==> src/sio_defs.svh <==
`ifndef SIO_DEFS_SVH
`define SIO_DEFS_SVH

// ****************************************
// register map
// ****************************************
`define SIO_ADDR_W          12
`define SIO_ADDR_BUF0       12'hf90
`define SIO_ADDR_BUF_LAST   12'hf97
`define SIO_ADDR_CTRL_A     12'hf98
`define SIO_ADDR_CTRL_B     12'hf99
`define SIO_ADDR_STATUS     12'hf99
`define SIO_ADDR_SPEED      12'hf9a

// ****************************************
// field positions
// ****************************************
`define SIO_CA_RUN_BIT      7
`define SIO_CA_ABORT_BIT    6
`define SIO_CA_MODE_HI      5
`define SIO_CA_MODE_LO      3
`define SIO_CA_SCK_HI       2
`define SIO_CA_SCK_LO       0
`define SIO_CB_GAP_HI       4
`define SIO_CB_GAP_LO       3
`define SIO_CB_CNT_HI       2
`define SIO_CB_CNT_LO       0
`define SIO_ST_ACTIVE_BIT   7
`define SIO_ST_SHIFT_BIT    6
`define SIO_SP_TAP_BIT      0
`define SIO_SP_LOW_BIT      1

// ****************************************
// reset values
// ****************************************
`define SIO_CTRL_A_RST      8'h00
`define SIO_CTRL_B_RST      5'h00
`define SIO_SPEED_RST       2'h0

// ****************************************
// timing: half periods in system clocks
// ****************************************
`define SIO_HALF_FC13       14'h1000
`define SIO_HALF_FC8        14'h0080
`define SIO_HALF_FC7        14'h0040
`define SIO_HALF_FC6        14'h0020
`define SIO_HALF_FC5        14'h0010
`define SIO_HALF_FC4        14'h0008
`define SIO_HALF_SLOW       14'h1e84

`endif

==> src/sio_pkg.sv <==
package sio_pkg;

    // sequencer states
    typedef enum logic [1:0] {
        ST_IDLE  = 2'b00,
        ST_SHIFT = 2'b01,
        ST_GAP   = 2'b10,
        ST_WAIT  = 2'b11
    } sio_state_e;

    // transfer modes
    typedef enum logic [2:0] {
        MODE_TX8   = 3'b000,
        MODE_TX4   = 3'b010,
        MODE_TRX8  = 3'b100,
        MODE_RX8   = 3'b101,
        MODE_RX4   = 3'b110
    } xfer_mode_e;

    typedef logic [2:0] clk_sel_t;

endpackage : sio_pkg

==> src/sio_burst_port.sv <==
// Operation
// gap code stretches frame to 1,2,4,8 words; code skips the gap on the external clock
// word count field selects 1..8 words
// 4-bit words use low nibble, zero upper
// words move from lowest buffer address upward
// word count kept after transfer ends
// software writes count only while stopped
// count register is write-only, whole byte
// status bit 7 shows transfer active
// status bit 6 shows shifting active
// run clear ends after word; abort immediate
// clock select: six internal, external on 111
// internal rates fc/2^13..fc/2^4, slow tap
// internal clock driven out, idles high
// internal clock waits for buffer access
// external clock pulses last four cycles
// transmit bit changes on clock falling edge
// receive bit sampled on clock rising edge
// 4 or 8 bit words, LSB first
// done pulse when count of words moved
// stop and abort before mode change
// shared address: write control, read status
//
// The strobed register port was decided locally.
`timescale 1ns/10ps
`default_nettype none
`include "sio_defs.svh"

module sio_burst_port
    import sio_pkg::*;
#(
    parameter int SLOW_HALF = `SIO_HALF_SLOW
) (
    // clock and reset
    input  wire logic                   sys_clk_i,
    input  wire logic                   rstn_i,
    // register port
    input  wire logic [`SIO_ADDR_W-1:0] addr_i,
    input  wire logic [7:0]             wdata_i,
    input  wire logic                   wr_i,
    input  wire logic                   rd_i,
    output logic      [7:0]             rdata_o,
    // serial pins
    input  wire logic                   sck_i,
    output logic                        sck_o,
    output logic                        sck_oe_n_o,
    input  wire logic                   si_i,
    output logic                        so_o,
    // event
    output logic                        transfer_done_irq_o
);

    // ****************************************
    // registers and state
    // ****************************************
    logic        run_r;
    xfer_mode_e  mode_r;
    clk_sel_t    sck_sel_r;
    logic [1:0]  gap_sel_r;
    logic [2:0]  count_r;
    logic        tap_r;
    logic        low_r;
    logic [7:0]  buf_r [8];
    sio_state_e  state_r;
    logic [2:0]  idx_r;
    logic [2:0]  bit_r;
    logic [7:0]  tx_sh_r;
    logic [7:0]  rx_sh_r;
    logic [6:0]  gap_r;
    logic        active_r;
    logic        shift_r;
    logic        touch_r;
    logic        sck_r;

    // ****************************************
    // decode
    // ****************************************
    function automatic logic is_buf(input logic [`SIO_ADDR_W-1:0] a);
        return (a >= `SIO_ADDR_BUF0) && (a <= `SIO_ADDR_BUF_LAST);
    endfunction

    logic wr_ca;
    logic abort_req;
    logic buf_wr;
    logic buf_rd;
    assign wr_ca     = wr_i && (addr_i == `SIO_ADDR_CTRL_A);
    assign abort_req = wr_ca && wdata_i[`SIO_CA_ABORT_BIT];
    assign buf_wr    = wr_i && is_buf(addr_i);
    assign buf_rd    = rd_i && is_buf(addr_i);

    // mode properties
    logic ext_clk;
    logic narrow;
    logic rx_on;
    logic tx_on;
    assign ext_clk = (sck_sel_r == 3'b111);
    assign narrow  = (mode_r == MODE_TX4) || (mode_r == MODE_RX4);
    assign rx_on   = (mode_r == MODE_TRX8) || (mode_r == MODE_RX8)
                  || (mode_r == MODE_RX4);
    assign tx_on   = (mode_r == MODE_TX8) || (mode_r == MODE_TX4)
                  || (mode_r == MODE_TRX8);

    // ****************************************
    // clock sources
    // ****************************************
    logic       tick;
    logic       start;
    logic [1:0] pin_lvl;
    logic [1:0] pin_rise;
    logic [1:0] pin_fall;

    sio_rate_div #(
        .SLOW_HALF (SLOW_HALF)
    ) u_div (
        .sys_clk_i (sys_clk_i),
        .rstn_i    (rstn_i),
        .restart_i (start),
        .sel_i     (sck_sel_r),
        .slow_i    (tap_r | low_r),
        .tick_o    (tick)
    );

    sio_pin_sync #(
        .W (2)
    ) u_sync (
        .sys_clk_i (sys_clk_i),
        .rstn_i    (rstn_i),
        .pin_i     ({si_i, sck_i}),
        .lvl_o     (pin_lvl),
        .rise_o    (pin_rise),
        .fall_o    (pin_fall)
    );

    // edges of the serial clock, internal or from the pin
    logic ev_fall;
    logic ev_rise;
    logic shifting;
    assign shifting = (state_r == ST_SHIFT);
    assign ev_fall  = shifting && (ext_clk ? pin_fall[0] : tick && sck_r);
    assign ev_rise  = shifting && (ext_clk ? pin_rise[0] : tick && !sck_r);

    // word and burst boundaries
    logic       last_bit;
    logic       word_end;
    logic       burst_end;
    logic [7:0] rx_next;
    logic [7:0] rx_word;
    assign last_bit  = (bit_r == (narrow ? 3'd3 : 3'd7));
    assign word_end  = ev_rise && last_bit;
    assign burst_end = (idx_r == count_r);
    assign rx_next   = {pin_lvl[1], rx_sh_r[7:1]};
    assign rx_word   = narrow ? {4'h0, rx_next[7:4]} : rx_next;
    assign start     = (state_r == ST_IDLE) && run_r && !abort_req;

    // extra half ticks of frame gap, internal clock only
    logic [6:0] gap_len;
    always_comb begin
        case (gap_sel_r)
            2'b01:   gap_len = narrow ? 7'd8  : 7'd16;
            2'b10:   gap_len = narrow ? 7'd24 : 7'd48;
            2'b11:   gap_len = narrow ? 7'd56 : 7'd112;
            default: gap_len = 7'd0;
        endcase
    end

    // ****************************************
    // software registers
    // ****************************************
    // control a: run, mode, clock; abort is never stored
    always_ff @(posedge sys_clk_i) begin
        if (!rstn_i) begin
            run_r     <= 1'(`SIO_CTRL_A_RST >> `SIO_CA_RUN_BIT);
            mode_r    <= MODE_TX8;
            sck_sel_r <= 3'b000;
        end else if (wr_ca) begin
            run_r     <= wdata_i[`SIO_CA_RUN_BIT];
            mode_r    <= xfer_mode_e'(wdata_i[`SIO_CA_MODE_HI:`SIO_CA_MODE_LO]);
            sck_sel_r <= wdata_i[`SIO_CA_SCK_HI:`SIO_CA_SCK_LO];
        end
    end

    // control b: write only, held after the burst ends
    always_ff @(posedge sys_clk_i) begin
        if (!rstn_i) begin
            {gap_sel_r, count_r} <= `SIO_CTRL_B_RST;
        end else if (wr_i && addr_i == `SIO_ADDR_CTRL_B) begin
            gap_sel_r <= wdata_i[`SIO_CB_GAP_HI:`SIO_CB_GAP_LO];
            count_r   <= wdata_i[`SIO_CB_CNT_HI:`SIO_CB_CNT_LO];
        end
    end

    // speed tap and low-speed mode
    always_ff @(posedge sys_clk_i) begin
        if (!rstn_i) begin
            {low_r, tap_r} <= `SIO_SPEED_RST;
        end else if (wr_i && addr_i == `SIO_ADDR_SPEED) begin
            tap_r <= wdata_i[`SIO_SP_TAP_BIT];
            low_r <= wdata_i[`SIO_SP_LOW_BIT];
        end
    end

    // data buffer; a received word is stored last so it wins
    always_ff @(posedge sys_clk_i) begin
        if (!rstn_i) begin
            for (int i = 0; i < 8; i++)
                buf_r[i] <= 8'h00;
        end else begin
            if (buf_wr)
                buf_r[addr_i[2:0]] <= wdata_i;
            if (word_end && rx_on)
                buf_r[idx_r] <= rx_word;
        end
    end

    // a buffer write (transmit modes) or buffer read (receive-only modes) releases the automatic wait; set wins
    always_ff @(posedge sys_clk_i) begin
        if (!rstn_i)
            touch_r <= 1'b0;
        else if ((tx_on && buf_wr) || (!tx_on && buf_rd))
            touch_r <= 1'b1;
        else if (start || (state_r == ST_WAIT && touch_r))
            touch_r <= 1'b0;
    end

    // read data: only in the cycle after the strobe
    always_ff @(posedge sys_clk_i) begin
        if (!rstn_i) begin
            rdata_o <= 8'h00;
        end else if (rd_i && is_buf(addr_i)) begin
            rdata_o <= buf_r[addr_i[2:0]];
        end else if (rd_i && addr_i == `SIO_ADDR_STATUS) begin
            rdata_o <= 8'h00;
            rdata_o[`SIO_ST_ACTIVE_BIT] <= active_r;
            rdata_o[`SIO_ST_SHIFT_BIT]  <= shift_r;
        end else begin
            rdata_o <= 8'h00;
        end
    end

    // ****************************************
    // sequencer
    // ****************************************
    always_ff @(posedge sys_clk_i) begin
        if (!rstn_i) begin
            state_r  <= ST_IDLE;
            idx_r    <= 3'd0;
            bit_r    <= 3'd0;
            gap_r    <= 7'd0;
            active_r <= 1'b0;
            tx_sh_r  <= 8'h00;
            rx_sh_r  <= 8'h00;
            transfer_done_irq_o <= 1'b0;
        end else begin
            transfer_done_irq_o <= 1'b0;
            if (abort_req) begin
                state_r  <= ST_IDLE;
                active_r <= 1'b0;
            end else begin
                case (state_r)
                    ST_IDLE: begin
                        if (run_r) begin
                            state_r  <= ST_SHIFT;
                            active_r <= 1'b1;
                            idx_r    <= 3'd0;
                            bit_r    <= 3'd0;
                            tx_sh_r  <= buf_r[0];
                        end
                    end
                    ST_SHIFT: begin
                        if (ev_fall)
                            tx_sh_r <= tx_sh_r >> 1;
                        if (ev_rise) begin
                            rx_sh_r <= rx_next;
                            bit_r   <= bit_r + 3'd1;
                        end
                        if (word_end) begin
                            bit_r <= 3'd0;
                            if (!run_r) begin
                                state_r  <= ST_IDLE;
                                active_r <= 1'b0;
                            end else if (burst_end) begin
                                transfer_done_irq_o <= 1'b1;
                                state_r <= ST_WAIT;
                            end else begin
                                idx_r   <= idx_r + 3'd1;
                                tx_sh_r <= buf_r[idx_r + 3'd1];
                                gap_r   <= gap_len;
                                if (!ext_clk && gap_len != 7'd0)
                                    state_r <= ST_GAP;
                            end
                        end
                    end
                    ST_GAP: begin
                        if (!run_r) begin
                            state_r  <= ST_IDLE;
                            active_r <= 1'b0;
                        end else if (tick) begin
                            gap_r <= gap_r - 7'd1;
                            if (gap_r == 7'd1)
                                state_r <= ST_SHIFT;
                        end
                    end
                    ST_WAIT: begin
                        if (!run_r) begin
                            state_r  <= ST_IDLE;
                            active_r <= 1'b0;
                        end else if (touch_r) begin
                            state_r <= ST_SHIFT;
                            idx_r   <= 3'd0;
                            tx_sh_r <= buf_r[0];
                        end
                    end
                    default: begin
                        state_r  <= ST_IDLE;
                        active_r <= 1'b0;
                    end
                endcase
            end
        end
    end

    // shift status follows the shifting state
    always_ff @(posedge sys_clk_i) begin
        if (!rstn_i)
            shift_r <= 1'b0;
        else
            shift_r <= shifting && !abort_req && !word_end;
    end

    // ****************************************
    // pins
    // ****************************************
    // internal clock idles high and toggles on each tick
    always_ff @(posedge sys_clk_i) begin
        if (!rstn_i) begin
            sck_r      <= 1'b1;
            sck_o      <= 1'b1;
            sck_oe_n_o <= 1'b1;
        end else begin
            if (!shifting || ext_clk)
                sck_r <= 1'b1;
            else if (tick)
                sck_r <= !sck_r;
            sck_o      <= (!shifting || ext_clk) | (sck_r ^ tick); // no lag
            sck_oe_n_o <= ext_clk;
        end
    end

    // transmit bit changes on the falling edge
    always_ff @(posedge sys_clk_i) begin
        if (!rstn_i)
            so_o <= 1'b1;
        else if (ev_fall && tx_on)
            so_o <= tx_sh_r[0];
    end

endmodule : sio_burst_port
`default_nettype wire

==> src/sio_pin_sync.sv <==
`timescale 1ns/10ps
`default_nettype none

module sio_pin_sync #(
    parameter int W = 2
) (
    // clock and reset
    input  wire logic         sys_clk_i,
    input  wire logic         rstn_i,
    // pins
    input  wire logic [W-1:0] pin_i,
    // synchronised levels and edges
    output logic      [W-1:0] lvl_o,
    output logic      [W-1:0] rise_o,
    output logic      [W-1:0] fall_o
);

    initial begin
        if (W < 1)
            $error("W must be positive");
    end

    logic [W-1:0] meta_r;
    logic [W-1:0] prev_r;

    // two sync stages plus an edge stage; the first stage feeds no logic
    always_ff @(posedge sys_clk_i) begin
        if (!rstn_i) begin
            meta_r <= {W{1'b1}};
            lvl_o  <= {W{1'b1}};
            prev_r <= {W{1'b1}};
        end else begin
            meta_r <= pin_i;
            lvl_o  <= meta_r;
            prev_r <= lvl_o;
        end
    end

    // edge pulses from the settled stages
    genvar g;
    generate
        for (g = 0; g < W; g++) begin : g_edge
            assign rise_o[g] = lvl_o[g] & ~prev_r[g];
            assign fall_o[g] = ~lvl_o[g] & prev_r[g];
        end
    endgenerate

endmodule : sio_pin_sync
`default_nettype wire

==> src/sio_rate_div.sv <==
`timescale 1ns/10ps
`default_nettype none
`include "sio_defs.svh"

module sio_rate_div
    import sio_pkg::*;
#(
    parameter int SLOW_HALF = `SIO_HALF_SLOW
) (
    // clock and reset
    input  wire logic     sys_clk_i,
    input  wire logic     rstn_i,
    // control
    input  wire logic     restart_i,
    input  wire clk_sel_t sel_i,
    input  wire logic     slow_i,
    // half-period strobe
    output logic          tick_o
);

    initial begin
        if (SLOW_HALF < 1 || SLOW_HALF > 16383)
            $error("SLOW_HALF out of range");
    end

    logic [13:0] cnt_r;
    logic [13:0] half;

    // select half period; fc/2^13 gives way to the slow tap
    always_comb begin
        case (sel_i)
            3'b000:  half = slow_i ? SLOW_HALF[13:0] : `SIO_HALF_FC13;
            3'b001:  half = `SIO_HALF_FC8;
            3'b010:  half = `SIO_HALF_FC7;
            3'b011:  half = `SIO_HALF_FC6;
            3'b100:  half = `SIO_HALF_FC5;
            3'b101:  half = `SIO_HALF_FC4;
            default: half = `SIO_HALF_FC4;
        endcase
    end

    // free counter, realigned when a transfer starts from idle, not when a burst resumes from the wait
    always_ff @(posedge sys_clk_i) begin
        if (!rstn_i || restart_i) begin
            cnt_r  <= 14'h0000;
            tick_o <= 1'b0;
        end else if (cnt_r >= half - 14'h0001) begin
            cnt_r  <= 14'h0000;
            tick_o <= 1'b1;
        end else begin
            cnt_r  <= cnt_r + 14'h0001;
            tick_o <= 1'b0;
        end
    end

endmodule : sio_rate_div
`default_nettype wire
==> config.mk <==
export PLATFORM = sky130hd
export DESIGN_NAME = sio_burst_port
export DESIGN_NICKNAME = d
export VERILOG_FILES = /design/src/sio_pkg.sv /design/src/sio_burst_port.sv /design/src/sio_pin_sync.sv /design/src/sio_rate_div.sv
export VERILOG_INCLUDE_DIRS = /design/src
export SDC_FILE = /design/constraint.sdc
export NUM_CORES = 1
export LEC_CHECK = 0
export BUFFER_PORTS_ARGS = -buffer_cell sky130_fd_sc_hd__buf_2
export CORE_UTILIZATION = 45
export DETAILED_ROUTE_END_ITERATION = 10
export GPL_ROUTABILITY_DRIVEN = 0
export PLACE_DENSITY = 0.72
export SLEW_MARGIN = 30
export SYNTH_ARGS = -nofsm -noshare
export SYNTH_HDL_FRONTEND = slang
export SYNTH_SLANG_ARGS = --single-unit
==> constraint.sdc <==
create_clock -name sys_clk_i -period 4.2 [get_ports sys_clk_i]
set_input_delay 0.84 -clock sys_clk_i [delete_from_list [all_inputs] [get_ports sys_clk_i]]
set_output_delay 0.84 -clock sys_clk_i [all_outputs]
set_load 0.01 [all_outputs]
# Word level (Yosys, flattened, before mapping)
# Memory sizes are Yosys's and may differ from the RTL's.
# Cells that the tools add are included.
# W data, S select, Z words.
# op_classes
n_addsub,5
magnitude_cmp,3
eq_ne,34
n_mux,68
bitwise_logic,12
reduce_logical,61
# ops
op,n
$mux W8,12
$pmux W14 S5,1
$mux W7,6
$eq A12 B12 Y1 const B,3
$mux W3,11
$pmux W8 S3,1
$logic_and A1 B1 Y1,23
$pmux W7 S3,1
$mux W2,10
$mux W1,18
$reduce_or A8 Y1,2
$eq A3 B3 Y1 const B,5
$add A14 B1 Y14 const B,1
$ge A14 B14 Y1,1
$pmux W7 S2,1
$sub A14 B1 Y14 const B,1
$ge A12 B12 Y1 const B,1
$le A12 B12 Y1 const B,1
$mux W12,1
$ne A2 B2 Y1 const B,6
$eq A3 B2 Y1 const B,3
$logic_or A1 B1 Y1,9
$pmux W3 S3,1
$eq A2 B2 Y1 const B,4
34 further kinds,60
# word_totals
regBits,81
ram_bits,64
input_bits,26
word_cells,211
mem_count,1
# mem_list
memory,words,width,read_ports,rd_ports_with_merged_regs,wr,line_no,text
buf_r,8,8,3,0,8,sio_burst_port.sv:63,logic [7:0] buf_r [8];

# Longest topological paths before layout
# Gate-level depths: netlist (run 1).
# depth
depth_word,11
ltp_mapped,11

# By module
# From an unflattened synthesis (run 1), not the netlist that was laid out.
# unflattened
cells_unflattened,839
hier_area_um2,8533.2
# by_module_without_submodules
mod,instances,cells_per_inst,area_each_um2
sio_burst_port,1,707,7279.5
sio_rate_div,1,116,1071.0
sio_pin_sync,1,16,182.7

# Worst setup path before layout (run 1)
# OpenSTA, ideal clock, no wires.
# synth_path
path_kind,input to register
start,input addr_i[6]
end,"memory buf_r[3][0], enable pin"
setup_time_ns,0.338
t_arrival_ns,2.542
required_time_ns,3.862
slack_ns,1.320
cell_stages,5
path_buffers,1
cell_sequence,nand4b_1 -> or4_1 -> buf_2 -> nor4_4 -> nand3b_1
# synth_lines
item,line_no,text
"start, declared",sio_burst_port.sv:38,"input wire logic [`SIO_ADDR_W-1:0] addr_i,"
"end, declared",sio_burst_port.sv:63,

==> results by group, run 1 <==
Cells and area
  • Finished Layout Cells: 1064
  • Most common cell after layout, fill and taps aside: nand2_1
  • Core Util, Final: 0.5168
  • Layout cells sized above 1: 0.1868
  • FILL cells: 1630
  • # nets final: 867
  • Area growth from synthesis to layout: 10.99%
  • Most frequent cells in the layout: nand2_1 (112), mux2i_1 (108), dfxtp_1 (80)
  • Antenna fix cells: 0

Power
  • Pwr Total: 0.003158 W
  • LEAKAGE: 3.499 nW
  • Pwr Density: 335.6 nW/µm²
  • VDD IR max: 0.3002 mV

Clocking
  • Sink Count: 144
  • # hold bufs at CTS: 0
  • Worst-case clock buffer depth: 2
  • CTS tree: yes
  • H-tree depth: 4
  • Clk root buf: clkbuf_16
  • Worst skew pair latency: 0.43 ns
  • TritonCTS buffer count: 17
  • Clock-pin slew on the worst setup and hold paths: 0.06 ns
  • Setup Buffers After CTS: 0
  • Cts repair resizes: 0

Global routing
  • Initial antenna violation count: 0
  • Grt total ovfl: 0
  • GR Util All Layers: 0.2408
  • Vias in the first global route: 6259
  • Largest net degree at the start of global routing: 40
  • First-pass GRT wire length: 35340 µm

Logic synthesis
  • Unique cell type count in the Yosys netlist: 76
  • Ys async rst share: 0
  • EDFF count, synth: 64
  • Yosys reg bits: 144
  • Net Count, Synth: 851
  • Most used DFF post-synth: dfxtp_1
  • Avg Inst Size Synth: 10.52 µm²
  • Synth warn: 0
  • Synth Cell Area: 8478 µm²
  • Post-synthesis sequential area ratio: 0.4156
  • Syn Inst Count: 806

Worst setup path
  • Critical Path RT: 4.28 ns
  • Reg2Reg Setup Slack: 1.12 ns
  • CP Launch Type: flip-flop
  • Worst Path Max Fanout: 15
  • Crit Reg-Reg Endpoint: buf_r[2][1]
  • Worst r2r src: state_r[0]
  • R2R cell count: 5
  • Critical Path Start: state_r[0]
  • CP endpoint: buf_r[2][1]
  • Worst EP arrival: 3.16 ns
  • Critical path capture point type: flip-flop
  • Critical path class: flip-flop to flip-flop

Flow run
  • MaxCap Viol Count: 0

Timing
  • Clock Skews: 0.008919 ns
  • Final setup vio count: 0
  • Tmin final: 3.082 ns
  • Slew HR: 0.3587
  • Final Hold Viols: 0
  • Max-slew violation count: 0
  • Tcrit/Tclk final: 0.7338
  • RSZ-0062 raised after global routing: false
  • F_max: 324.5 MHz
  • Setup tns final: 0 ns
  • Worst-margin pin slew: 0.9352 ns

Floorplanning
  • Die area: 19390 µm²
  • Chip Height: 139.3 µm
  • # rows: 49
  • Initial Util: 0.4656
  • Top Ports: 38
  • Core area: 18210 µm²
  • Die Wd: 139.3 µm

Outcome
  • Failing checks: DRC
  • Outcome: finished with violations

Routing
  • Post-Route WL: 22280 µm
  • Remaining DRCs: 1
  • First-pass iteration count of the detailed router: 8
  • DRT iter0 DRCs: 670
  • Via count: 6496
  • Wire per inst: 20.94 µm
  • Final ANT Viol Nets: 0
  • Vias per Instance: 6.105

Place
  • Placed cells: 1032
  • Port Buffers: 37
  • HPWL after DPL: 15840 µm

Hold path
  • Worst hold path depth: 1
  • Hold Crit Class: flip-flop to flip-flop
-- worst min path at each step --
stage	from	to	slack (ns)
3_3_place_gp	u_sync.meta_r[1]	u_sync.lvl_o[1]	0.40
6_report	u_sync.meta_r[0]	u_sync.lvl_o[0]	0.41
3_5_place_dp	u_sync.meta_r[1]	u_sync.lvl_o[1]	0.40
2_1_floorplan	u_sync.meta_r[0]	u_sync.lvl_o[0]	0.39
5_1_grt	u_sync.meta_r[0]	u_sync.lvl_o[0]	0.43
4_1_cts	u_sync.meta_r[0]	u_sync.lvl_o[0]	0.41
-- registers in the layout, indices dropped and copies added, names as in the netlist, 2 cells and up --
| signal | count |
|---|---|
| rx_sh_r | 7 |
| count_r | 3 |
| u_div.cnt_r | 14 |
| tx_sh_r | 8 |
| state_r | 2 |
| u_sync.lvl_o | 2 |
| bit_r | 3 |
| gap_sel_r | 2 |
| gap_r | 7 |
| u_sync.meta_r | 2 |
| sck_sel_r | 3 |
| rdata_o | 8 |
| idx_r | 3 |
| mode_r | 3 |
| buf_r | 64 |
-- through the flow --
stage,hold slack [ns],cell area (µm²),worst slack [ns]
after detailed placement,0.4002,8828,0.7362
final,0.4061,9410,1.118
after global placement,0.3995,8821,0.8594
after floorplan,0.3863,8478,1.320
after global routing,0.4305,9410,0.9289
after CTS,0.4097,9399,1.159
-- Yosys cell counts (all sizes together), types with 6 or more instances --
| cell | instances | area, µm² |
|---|---|---|
| buf | 26 | 135.1 |
| nor4 | 9 | 137.6 |
| nand4 | 6 | 37.54 |
| xnor2 | 7 | 61.31 |
| ha | 19 | 237.7 |
| a21oi | 22 | 113.9 |
| o31ai | 6 | 45.04 |
| nor2 | 52 | 195.2 |
| edfxtp | 64 | 1922 |
| mux2 | 22 | 274.0 |
| nor3 | 27 | 145.1 |
| nand3 | 22 | 127.6 |
| or3 | 13 | 81.33 |
| mux4 | 24 | 540.5 |
| dfxtp | 80 | 1602 |
| nand2 | 112 | 420.4 |
| o21ai | 23 | 141.4 |
| xor2 | 12 | 105.1 |
| or4 | 8 | 63.81 |
| inv | 15 | 56.30 |
| mux2i | 113 | 1147 |
| clkbuf | 28 | 105.1 |
| a221oi | 8 | 70.07 |
| nand2b | 14 | 87.58 |
-- final cells by class --
cell class	instances	area [µm²]	area share
clock buffers	29	553.0	0.05877
repair buffers	51	290.3	0.03085
multi-input cells	592	4679	0.4973
clock inverters	3	17.52	0.001861
flip-flops and latches	144	3523	0.3744
well taps	229	286.5	0.03045
inverters	16	60.06	0.006382
-- where the power goes --
group	switching, W	internal [W]
Clock	0.000568	0.000888
Combinational	0.000102	0.0000635
Sequential	0.0000359	0.00150
-- worst max-delay path: stages (launching register included) --
cell and delay [ns]:
dfxtp_1 0.64, and4bb_2 0.35, mux2i_4 0.12, nor4_2 0.62, and4bb_2 0.55, or3_1 0.44
-- metal layers --
layer  vias to the layer above  GRT usage  share of wire
met5                         -          0              0
met4                         0     0.1088          0.028
met3                        44    0.07192          0.094
met2                       330     0.3533           0.44
met1                      3105     0.3266           0.44
li1                       3017          -              -
-- cells by family after synthesis --
| group | Yosys count | synth area share |
|---|---|---|
| compound gates | 95 | 0.08058 |
| xor+xnor | 19 | 0.01963 |
| mux | 159 | 0.2314 |
| flops | 144 | 0.4156 |
| simple gates | 299 | 0.1889 |
| buf+inv | 70 | 0.03542 |
| other cells | 1 | 0.0004423 |
| fa+ha+maj | 19 | 0.02804 |
Power figures use the tool's default switching activity.
==> run 2, diff against run 1 <==
clock period = 3.02 ns   (was 4.2 ns; I/O delays follow)
==> results by group, run 2 (synthesis gave the netlist of run 1 again) <==
Global routing
  • Largest net degree at the start of global routing: 45 (+13%)
  • Initial antenna violation count: 0 (unchanged)
  • Vias in the first global route: 6176 (-1.3%)
  • Grt total ovfl: 0 (unchanged)
  • GR Util All Layers: 0.2297 (-0.01109)
  • First-pass GRT wire length: 34380 µm (-2.7%)

Power
  • LEAKAGE: 3.677 nW (+5.1%)
  • VDD IR max: 0.4179 mV (+39%)
  • Pwr Density: 458.9 nW/µm² (+37%)
  • Switching Share: 0.2511 (+0.02749)
  • Net Sw Power: 0.001109 W (+57%)
  • Sequential share of power: 0.483 (-0.003)
  • Internal: 0.003306 W (+35%)
  • Combinational power share: 0.052 (about the same)
  • Clock power frac: 0.465 (+0.004)

Routing
  • First-pass iteration count of the detailed router: 8 (unchanged)
  • Final ANT Viol Nets: 0 (unchanged)
  • Remaining DRCs: 1 (unchanged)
  • DRT iter0 DRCs: 597 (-11%)
  • Via count: 6477 (-0.29%)
  • Wire per inst: 19.28 µm (-7.9%)
  • Vias per Instance: 5.920 (-3.0%)
  • Post-Route WL: 21090 µm (-5.3%)

Timing
  • Slew HR: 0.4634 (+0.1047)
  • Max-slew violation count: 0 (unchanged)
  • Final Hold Viols: 0 (unchanged)
  • Clock Skews: 0.01015 ns (+0.001231 ns)
  • WHS: 0.3541 ns (-0.05197 ns)
  • Tcrit/Tclk final: 0.8363 (+0.1025)
  • RSZ-0062 raised after global routing: false
  • Worst-margin pin slew: 0.7893 ns (-0.1459 ns)
  • Tmin final: 2.526 ns (-0.5562 ns)
  • Setup tns final: 0 ns (unchanged)
  • F_max: 395.9 MHz (+22%)
  • Final setup vio count: 0 (unchanged)

Place
  • HPWL after DPL: 15830 µm (about the same)
  • Port Buffers: 37 (unchanged)

Floorplanning
  • Chip Height: 139.3 µm (unchanged)
  • Top Ports: 38 (unchanged)
  • # rows: 49 (unchanged)
  • Initial Util: 0.4656 (unchanged)
  • Die Wd: 139.3 µm (unchanged)
  • Die area: 19390 µm² (unchanged)
  • Core area: 18210 µm² (unchanged)

Cells and area
  • Max reg flops: 64 (unchanged)
  • Antenna fix cells: 0 (unchanged)
  • Layout cells sized above 1: 0.2185 (+0.03167)
  • Multi-input gate area: 4667 µm² (-0.27%)
  • Largest Register: buf_r
  • Register area: 3523 µm² (unchanged)
  • Area growth from synthesis to layout: 13.46%
  • Leading registers by flop count: buf_r x64, u_div.cnt_r x14
  • # nets final: 897 (+3.5%)
  • FILL cells: 1585 (-2.8%)
  • Most frequent cells in the layout: nand2_1 (112), mux2i_1 (111), dfxtp_1 (80)
  • Most common cell after layout, fill and taps aside: nand2_1

Outcome
  • Failing checks: DRC
  • Outcome: finished with violations

Clocking
  • Clock-pin slew on the worst setup and hold paths: 0.07 ns (about the same)
  • Cts repair resizes: 0 (unchanged)
  • Worst-case clock buffer depth: 2 (unchanged)
  • Clk root buf: clkbuf_16
  • Setup Buffers After CTS: 0 (unchanged)
  • TritonCTS buffer count: 17 (unchanged)
  • Worst skew pair latency: 0.43 ns (about the same)
  • H-tree depth: 4 (unchanged)
  • CTS tree: yes
  • # hold bufs at CTS: 0 (unchanged)
  • Sink Count: 144 (unchanged)

Worst setup path
  • Critical Path RT: 3.37 ns (-0.91 ns)
  • Critical path class: flip-flop to flip-flop
  • CP Launch Type: flip-flop
  • Critical Path Start: sck_sel_r[1]
  • Worst EP arrival: 2.87 ns (-0.29 ns)
  • Worst Path Max Fanout: 14 (-1)
  • Worst r2r src: sck_sel_r[1]
  • Critical path capture point type: flip-flop

Hold path
  • Hold Crit Class: input port to flip-flop
  • Min-Delay Startpoint: si_i

Flow run
  • MaxCap Viol Count: 0 (unchanged)
## run 2: changes by cell type in the layout (fill, tap and decap cells not counted), sizes merged
cell | previous run | this run
buf | 51 | 81
clkbuf | 29 | 18
inv | 15 | 26
## run 2: final timing paths
check                           depth (start not counted)  slack, ns                to
worst min-delay path                                    2       0.35  u_sync.meta_r[1]
worst min register to register                          1       0.41   u_sync.lvl_o[1]
worst max register to register                         10       0.49    u_div.cnt_r[9]
worst max-delay path                                   10       0.49    u_div.cnt_r[9]
## run 2: worst max-delay path: stages (launching register included)
cell and delay (ns):
dfxtp_1 0.45, nor3_1 0.10, o21ai_0 0.20, inv_1 0.11, or3_1 0.32, ha_1 0.18
a21oi_1 0.13, o21ai_0 0.08, a211oi_1 0.37, o2bb2ai_2 0.25, nor3_1 0.24
## run 2: power groups by stage
stage / clock network, W / logic, W / registers, W
4_1_cts: 0.00208 / 0.000228 / 0.00213
3_3_place_gp: 0 / 0.000225 / 0.00217
6_report: 0.00205 / 0.000231 / 0.00213
2_1_floorplan: 0 / 0.000156 / 0.00214
5_1_grt: 0.00216 / 0.000249 / 0.00213
3_5_place_dp: 0 / 0.000227 / 0.00217
## run 2: routing by layer
metal / wire length [µm] / vias up / GRT usage
li1: - / 3084 / -
met1: 9978 / 3114 / 0.3344
met2: 9194 / 250 / 0.3409
met3: 1489 / 29 / 0.03957
met4: 431 / 0 / 0.08304
met5: 0 / - / 0
## run 2: final cells by class
cell class	instances	share of cell area
clock buffer	18	0.04683
clock inverter	14	0.01210
inverter	16	0.006243
multi-input combinational	592	0.4852
sequential	144	0.3663
tap	229	0.02979
timing repair buffer	81	0.05359
## run 2: stage by stage
stage	setup WS, ns	util	instances	power (W)	area [µm²]
after detailed placement	0.3024	0.4971	1062	0.002397	9052
after CTS	0.5101	0.5283	1094	0.004435	9619
after global placement	0.3432	0.4968	1062	0.002393	9046
after global routing	0.2365	0.5283	1094	0.004546	9619
after floorplan	0.3757	-	806	0.002301	8478
final	0.4944	0.5283	1094	0.004415	9619
